**src/verilog/sims_pkg.sv**
```systemverilog
package sims_pkg;

    // register map (offset chosen locally)
    localparam logic [11:0] ADDR_MODE_CTRL   = 12'h000;
    localparam logic [11:0] ADDR_PWR_STATUS  = 12'h004;

    // field positions in the mode control word
    localparam int          SEL_LSB          = 4;
    localparam int          BL_BIT           = 2;
    localparam int          TYPE_LSB         = 0;

    // power status word: bit 0 ranks in self-refresh, bit 1 cke level
    localparam int          STAT_SR_BIT      = 0;
    localparam int          STAT_CKE_BIT     = 1;

    localparam logic [2:0]  SEL_POST_RESET   = 3'h0;
    localparam logic [2:0]  SEL_NOP          = 3'h1;
    localparam logic [2:0]  SEL_PRECHARGE    = 3'h2;
    localparam logic [2:0]  SEL_MRS          = 3'h3;
    localparam logic [2:0]  SEL_REFRESH      = 3'h6;
    localparam logic [2:0]  SEL_NORMAL       = 3'h7;

    localparam logic [1:0]  TYPE_DDR         = 2'h1;
    localparam logic [1:0]  TYPE_DDR2        = 2'h2;
    localparam logic [1:0]  TYPE_RESET       = TYPE_DDR;

    localparam int          NUM_RANKS        = 4;
    localparam logic [3:0]  BEATS_BL4        = 4'h4;
    localparam logic [3:0]  BEATS_BL8        = 4'h8;

    // memory command codes
    typedef enum logic [2:0] {
        SIMS_CMD_NONE  = 3'h0,
        SIMS_CMD_NOP   = 3'h1,
        SIMS_CMD_PREA  = 3'h2,
        SIMS_CMD_MRS   = 3'h3,
        SIMS_CMD_REF   = 3'h4,
        SIMS_CMD_READ  = 3'h5,
        SIMS_CMD_WRITE = 3'h6,
        SIMS_CMD_SRE   = 3'h7
    } sims_cmd_e;

    typedef struct packed {
        logic        valid;
        logic        write;
        logic [31:0] addr;
    } sims_hreq_s;

    typedef struct packed {
        sims_cmd_e   cmd;
        logic [13:0] mem_addr_line;
        logic [3:0]  beats;
        logic        wr_data_en;
    } sims_mcmd_s;

endpackage
```
**src/verilog/sims_cmd_decode.sv**
```systemverilog
`timescale 1ns/1ps
module sims_cmd_decode (
    input  wire logic [2:0]          special_op_select,
    input  wire logic                burst_len_sel,
    input  wire sims_pkg::sims_hreq_s hreq,
    output sims_pkg::sims_mcmd_s     mcmd
);

    logic [31:0] host_addr_line;

    assign host_addr_line = hreq.addr;

    always_comb begin
        mcmd               = '0;
        mcmd.cmd           = sims_pkg::SIMS_CMD_NONE;
        mcmd.mem_addr_line = '0;
        mcmd.beats         = '0;
        mcmd.wr_data_en    = 1'b0;
        if (hreq.valid) begin
            unique case (special_op_select)
                sims_pkg::SEL_NOP: begin
                    mcmd.cmd = sims_pkg::SIMS_CMD_NOP;             // [RL7]
                end
                sims_pkg::SEL_PRECHARGE: begin
                    mcmd.cmd = sims_pkg::SIMS_CMD_PREA;            // [RL8]
                end
                sims_pkg::SEL_MRS: begin
                    mcmd.cmd = sims_pkg::SIMS_CMD_MRS;             // [RL9]
                    mcmd.mem_addr_line[9:0] = host_addr_line[12:3]; // [RL10]
                    mcmd.mem_addr_line[11]  = host_addr_line[13];  // [RL10]
                end
                sims_pkg::SEL_REFRESH: begin
                    mcmd.cmd = sims_pkg::SIMS_CMD_REF;             // [RL11]
                end
                sims_pkg::SEL_NORMAL: begin
                    mcmd.cmd = hreq.write ? sims_pkg::SIMS_CMD_WRITE
                                          : sims_pkg::SIMS_CMD_READ; // [RL12]
                    mcmd.mem_addr_line = host_addr_line[16:3];
                    mcmd.wr_data_en    = hreq.write;
                    mcmd.beats = burst_len_sel ? sims_pkg::BEATS_BL8
                                               : sims_pkg::BEATS_BL4; // [RL14]
                end
                // post-reset and reserved codes issue nothing
                default: begin
                    mcmd.cmd = sims_pkg::SIMS_CMD_NONE;
                end
            endcase
        end
    end

endmodule

```
**src/verilog/sims_mode_ctrl.sv**
```systemverilog
// Overview of operation
// RL1: reset clears mode field, holds cke low
// RL2: cke rises on first non-reset mode write
// RL3: suspend flushes commands, enters self-refresh
// RL4: resume reset restores post-reset code, cke low
// RL5: c3/s1 entry flushes, enters self-refresh
// RL6: c3/s1 exit leaves self-refresh unaided
// RL7: nop code makes host cycles nop
// RL8: precharge code makes precharge-all commands
// RL9: mode-register code makes mode register sets
// RL10: host addr 12:3 to 9:0, 13 to 11
// RL11: refresh code makes cbr refresh cycles
// RL12: normal code makes reads and writes
// RL13: software avoids reserved mode code
// RL14: burst bit selects four or eight
// RL15: software matches burst bit to modules
// RL16: read-only type field reads ddr
// RL17: one command per cycle, write data only for normal-code writes
`timescale 1ns/1ps
module sims_mode_ctrl (
    input  wire logic                 pclk,
    input  wire logic                 presetn,
    input  wire logic                 clk_en,
    input  wire logic                 psel,
    input  wire logic                 penable,
    input  wire logic                 pwrite,
    input  wire logic [11:0]          paddr,
    input  wire logic [31:0]          pwdata,
    output logic      [31:0]          prdata,
    output logic                      pready,
    output logic                      pslverr,
    input  wire logic                 suspend_req,
    input  wire logic                 lowpwr_req,
    input  wire sims_pkg::sims_hreq_s hreq,
    output logic                      hreq_ready,
    output sims_pkg::sims_mcmd_s      mem_cmd,
    output logic [3:0]                cke,
    output logic                      self_refresh
);

    ////////////////////////////////////////////////////////////////////////
    // state

    typedef enum logic [3:0] {
        SIMS_ST_RUN   = 4'h1,
        SIMS_ST_FLUSH = 4'h2,
        SIMS_ST_SR    = 4'h4,
        SIMS_ST_EXIT  = 4'h8
    } sims_pwr_e;

    sims_pwr_e            pwr_q, pwr_d;
    logic [2:0]           sel_q;
    logic                 bl_q;
    logic                 cke_on_q;
    logic                 pend_q;
    logic                 susp_q;
    sims_pkg::sims_mcmd_s cmd_d;
    sims_pkg::sims_mcmd_s mem_cmd_q;
    logic                 wr_en, rd_en;
    logic                 take_req;
    logic                 lp_enter;

    assign wr_en    = psel && penable && pwrite;
    assign rd_en    = psel && !pwrite;
    assign pready   = 1'b1;
    assign lp_enter = suspend_req || lowpwr_req;
    // only normal run accepts host cycles; flushing blocks new ones
    assign hreq_ready = (pwr_q == SIMS_ST_RUN) && !lp_enter;
    assign take_req   = hreq.valid && hreq_ready && cke_on_q;

    ////////////////////////////////////////////////////////////////////////
    // apb errors on unmapped offsets

    always_comb begin
        pslverr = psel && penable
                  && (paddr != sims_pkg::ADDR_MODE_CTRL)
                  && (paddr != sims_pkg::ADDR_PWR_STATUS);
    end

    ////////////////////////////////////////////////////////////////////////
    // mode control register

    always_ff @(posedge pclk or negedge presetn) begin
        if (!presetn) begin
            sel_q <= sims_pkg::SEL_POST_RESET;                     // [RL1] [RL4]
            bl_q  <= 1'b0;                                          // [RL14]
        end else if (clk_en && wr_en
                     && paddr == sims_pkg::ADDR_MODE_CTRL) begin
            sel_q <= pwdata[sims_pkg::SEL_LSB +: 3];
            bl_q  <= pwdata[sims_pkg::BL_BIT];
        end
    end

    // cke latches on once software leaves the post-reset code
    always_ff @(posedge pclk or negedge presetn) begin
        if (!presetn) begin
            cke_on_q <= 1'b0;                                       // [RL1] [RL4]
        end else if (clk_en && wr_en
                     && paddr == sims_pkg::ADDR_MODE_CTRL
                     && pwdata[sims_pkg::SEL_LSB +: 3]
                        != sims_pkg::SEL_POST_RESET) begin
            cke_on_q <= 1'b1;                                       // [RL2]
        end
    end

    always_comb begin
        prdata = '0;
        if (rd_en && paddr == sims_pkg::ADDR_MODE_CTRL) begin
            prdata[sims_pkg::SEL_LSB +: 3]  = sel_q;
            prdata[sims_pkg::BL_BIT]        = bl_q;
            prdata[sims_pkg::TYPE_LSB +: 2] = sims_pkg::TYPE_RESET; // [RL16]
        end else if (rd_en && paddr == sims_pkg::ADDR_PWR_STATUS) begin
            prdata[sims_pkg::STAT_SR_BIT]  = (pwr_q == SIMS_ST_SR);
            prdata[sims_pkg::STAT_CKE_BIT] = |cke;
        end
    end

    ////////////////////////////////////////////////////////////////////////
    // low-power sequencer

    // a suspend exit only happens through reset, so remember it
    always_ff @(posedge pclk or negedge presetn) begin
        if (!presetn) begin
            susp_q <= 1'b0;
        end else if (clk_en && suspend_req) begin
            susp_q <= 1'b1;                                         // [RL3]
        end
    end

    always_comb begin
        pwr_d = pwr_q;
        unique case (pwr_q)
            SIMS_ST_RUN: begin
                if (lp_enter) begin
                    pwr_d = SIMS_ST_FLUSH;                          // [RL3] [RL5]
                end
            end
            SIMS_ST_FLUSH: begin
                if (!pend_q) begin
                    pwr_d = SIMS_ST_SR;                             // [RL3] [RL5]
                end
            end
            SIMS_ST_SR: begin
                if (!lp_enter && !susp_q) begin
                    pwr_d = SIMS_ST_EXIT;                           // [RL6]
                end
            end
            SIMS_ST_EXIT: begin
                pwr_d = SIMS_ST_RUN;                                // [RL6]
            end
            default: begin
                pwr_d = SIMS_ST_RUN;
            end
        endcase
    end

    always_ff @(posedge pclk or negedge presetn) begin
        if (!presetn) begin
            pwr_q <= SIMS_ST_RUN;
        end else if (clk_en) begin
            pwr_q <= pwr_d;
        end
    end

    ////////////////////////////////////////////////////////////////////////
    // command issue: one memory command per accepted host cycle

    sims_cmd_decode u_decode (
        .special_op_select (sel_q),
        .burst_len_sel     (bl_q),
        .hreq              (hreq),
        .mcmd              (cmd_d)
    );

    always_ff @(posedge pclk or negedge presetn) begin
        if (!presetn) begin
            mem_cmd_q <= '0;
            pend_q    <= 1'b0;
        end else if (clk_en) begin
            pend_q <= take_req;                                     // [RL3]
            if (take_req) begin
                mem_cmd_q <= cmd_d;                                 // [RL17]
            end else if (pwr_q == SIMS_ST_FLUSH && !pend_q) begin
                mem_cmd_q     <= '0;
                mem_cmd_q.cmd <= sims_pkg::SIMS_CMD_SRE;            // [RL5]
            end else begin
                mem_cmd_q <= '0;
            end
        end
    end

    assign mem_cmd = mem_cmd_q;

    ////////////////////////////////////////////////////////////////////////
    // clock enables: low in reset, before init, and in self-refresh

    genvar r;
    generate
        for (r = 0; r < sims_pkg::NUM_RANKS; r = r + 1) begin : g_cke
            assign cke[r] = cke_on_q && (pwr_q != SIMS_ST_SR); // [RL2] [RL6]
        end
    endgenerate

    assign self_refresh = (pwr_q == SIMS_ST_SR);

endmodule

```
**config.mk**
```make
export PLATFORM = sky130hd
export DESIGN_NAME = sims_mode_ctrl
export DESIGN_NICKNAME = d
export VERILOG_FILES = /design/src/verilog/sims_pkg.sv /design/src/verilog/sims_cmd_decode.sv /design/src/verilog/sims_mode_ctrl.sv
export SDC_FILE = /design/constraint.sdc
export NUM_CORES = 1
export LEC_CHECK = 0
export ABC_AREA = 1
export ABC_CLOCK_PERIOD_IN_PS = 1800
export BUFFER_PORTS_ARGS = -buffer_cell sky130_fd_sc_hd__buf_2
export CAP_MARGIN = 20
export CELL_PAD_IN_SITES_DETAIL_PLACEMENT = 1
export CELL_PAD_IN_SITES_GLOBAL_PLACEMENT = 1
export CORE_UTILIZATION = 25
export DETAILED_ROUTE_END_ITERATION = 16
export GPL_ROUTABILITY_DRIVEN = 0
export GPL_TIMING_DRIVEN = 0
export PLACE_DENSITY = 0.81
export SYNTH_ARGS = -nofsm -noshare
export SYNTH_HDL_FRONTEND = slang
export SYNTH_SLANG_ARGS = --single-unit
```
**constraint.sdc**
```tcl
create_clock -name pclk -period 1.8 [get_ports pclk]
set_input_delay 0.09 -clock pclk [delete_from_list [all_inputs] [get_ports pclk]]
set_output_delay 0.09 -clock pclk [all_outputs]
set_load 0.05 [all_outputs]
```
==> results.toml <==
[worst_setup_path]
path_cells = "inv_1, nand2_1, nor2_4, inv_1, o21ai_1, buf_2"
cp-startpoint = "pwr_q[1]"
worstSetupPathType = "reg2out"
crit_path_max_fanout = 6
arrival_ns = 1.57
required_ns = 1.71
rr_startpoint = "pwr_q[0]"
path_buf_inv = 3
start_kind = "register"
cpMaxStageDelayCell = "dfrtp_1"
critPathMaxStageDelay_ns = 0.43
cp_top_family = "buffers and inverters"
critical_path.endpoint_type = "output port"
cp_common_cell = "inv_1"

[clock_network]
cts_setup_buffers = 0
root_buffer = "clkbuf_8"
h-tree-depth = 2
insertion_delay_ns = 0.28
clk_pin_slew_ns = 0.06
cts_made_buffers = 5
clock_sinks = 31
cts_hold_buf = 1
cts_resized = 0
cts_buffer_depth = 2
cts_tree = "yes"

[route]
ant_nets = 0
dr.pass1.iters = 4
avgViaCountPerCell = 4.00
num_vias = 1736
wl_per_cell_um = 11.4
routed_wirelength_um = 4950
drt-initial-drc-count = 35
drc = 0

[timing]
finalSetupViolations = 0
fin_crit_sh = 0.921
tightest_slew_ns = 0.708
slew_viol_final = 0
rsz0062_at_grt = "false"
period_needed_ns = 1.66
fmax_ghz = 0.603
fin_skew_ns = 0.00247
hold_violations = 0
relSlewSlack = 0.528
fin_tns_setup_ns = 0
worst_slack_ns = 0.142

[cells_and_area]
final_nets = 423
fillers = 910
area_delta_synth_final_pct = 38.2
drive_above_1_share = 0.399
diodes = 0
layout_commonest_cell = "buf_2"
mostFrequentLayoutCells = "71 x buf_2, 68 x nand2_1, 33 x buf_4"
finish.instance_area_um2 = 2510

[floorplan]
coreArea_um2 = 6910
fp.dieH_um = 87.2
dieArea_um2 = 7610
dieWidth_um = 87.2
start_util = 0.263
rows = 30
io-pin-count = 148

[placement]
portBuffers = 71
post-place-ws_ns = 0.303
placed_area_um2 = 2400
hpwl_um = 4030

[global_route]
grt_pass1_vias = 1777
grt_max_degree = 32
antenna_found_initial = 0
track_usage = 0.137
grt_pass1_wl_um = 8080
grt_overflow = 0

[logic_synthesis]
syn_inst = 231
syn_area_um2 = 1820
synth-seq-cells = 31
synth_warnings = 0
ys_seq_area_frac = 0.428
ys_types = 24
synth.avg_cell_area_um2 = 7.86

[power]
vdd_ir_drop_max_mv = 0.233
power.density_nw_per_um2 = 881
p_leak_nw = 1.37

[min_path]
hp-class = "in2reg"
min_from = "suspend_req"

[flow_run]
cap_violations = 0

[run_status]
status = "completed"
==> metal layers <==
layer | part of all wire | global-route usage | vias to the layer above
li1 | - | - | 877
met1 | 0.38 | 0.144 | 795
met2 | 0.52 | 0.254 | 58
met3 | 0.083 | 0.0521 | 6
met4 | 0.017 | 0.0373 | 0
met5 | 0 | 0 | -
==> where the power goes <==
group / switching [mW] / leakage, nW / internal, mW / total (mW)
Combinational: 0.574 / 0.904 / 0.226 / 0.800
Clock: 0.251 / 0.0515 / 0.349 / 0.599
Sequential: 0.0522 / 0.412 / 0.760 / 0.812
Total: 0.877 / 1.37 / 1.33 / 2.21
==> layout make-up <==
cell class,instances,area [um2],share of cell area
buffer,35,263,0.105
multi-input combinational,169,797,0.317
tap,96,120,0.0478
inverter,23,88.8,0.0354
sequential,31,777,0.309
timing repair buffer,72,365,0.145
clock buffer,8,100,0.0399
==> kinds of logic (layout without fill, tap and decap cells) <==
logic type	Yosys count	count (layout)	synth area share
buf+inv	58	138	0.194
flops	31	31	0.428
simple gates	105	105	0.260
other cells	2	29	0.00413
compound gates	35	35	0.115
==> worst reg2reg max path, cell delays in order, from the launching register on <==
cell and delay, ns:
dfstp_2 0.53, inv_2 0.06, nor2_1 0.12, nand3_2 0.13, nor2_4 0.16, nand2_4 0.10
buf_6 0.17, o21ai_2 0.11
==> state kept, by name, summed over array words and instances (netlist names) <==
signal    cells
cke_on_q      1
susp_q        1
pend_q        1
bl_q          1
sel_q         3
mem_cmd      20
pwr_q         4
==> worst paths after layout <==
path	cells after the start	slack, ns	endpoint
min in group asynchronous	2	0.40	pwr_q[3]
max in group asynchronous	2	0.94	bl_q
max	6	0.14	prdata[0]
min	3	0.02	susp_q
max reg2reg	7	0.34	mem_cmd[9]
min reg2reg	2	0.45	susp_q
==> cells in the mapped netlist <==
library cell | instances | area share
inv_2 | 1 | 0.0021
buf_6 | 1 | 0.0062
inv_1 | 20 | 0.041
clkinv_1 | 1 | 0.0021
nand3_2 | 2 | 0.011
nand4_1 | 3 | 0.010
clkbuf_1 | 1 | 0.0021
nand2_4 | 1 | 0.0062
nor2_1 | 16 | 0.033
a21oi_1 | 2 | 0.0055
inv_4 | 1 | 0.0034
o21ai_2 | 9 | 0.043
or2_2 | 1 | 0.0034
o21ai_0 | 23 | 0.063
conb_1 | 2 | 0.0041
nand2_1 | 68 | 0.14
nor2_4 | 4 | 0.025
nand3_1 | 4 | 0.011
nor3_1 | 5 | 0.014
dfrtp_1 | 30 | 0.41
dfstp_2 | 1 | 0.014
o21ai_1 | 1 | 0.0028
nor3_2 | 1 | 0.0055
buf_4 | 33 | 0.14
==> metrics by stage <==
| step | hold slack [ns] | std cells | power (mW) | utilization |
|---|---|---|---|---|
| after CTS | 0.0140 | 434 | 2.24 | 0.364 |
| after detailed placement | 0.194 | 425 | 1.63 | 0.348 |
| after global routing | 0.0337 | 434 | 2.34 | 0.364 |
| after floorplan | -0.206 | 258 | 1.45 | - |
| final | 0.0177 | 434 | 2.21 | 0.364 |
| after global placement | 0.181 | 425 | 1.60 | 0.348 |
Power figures use the tool's default switching activity.
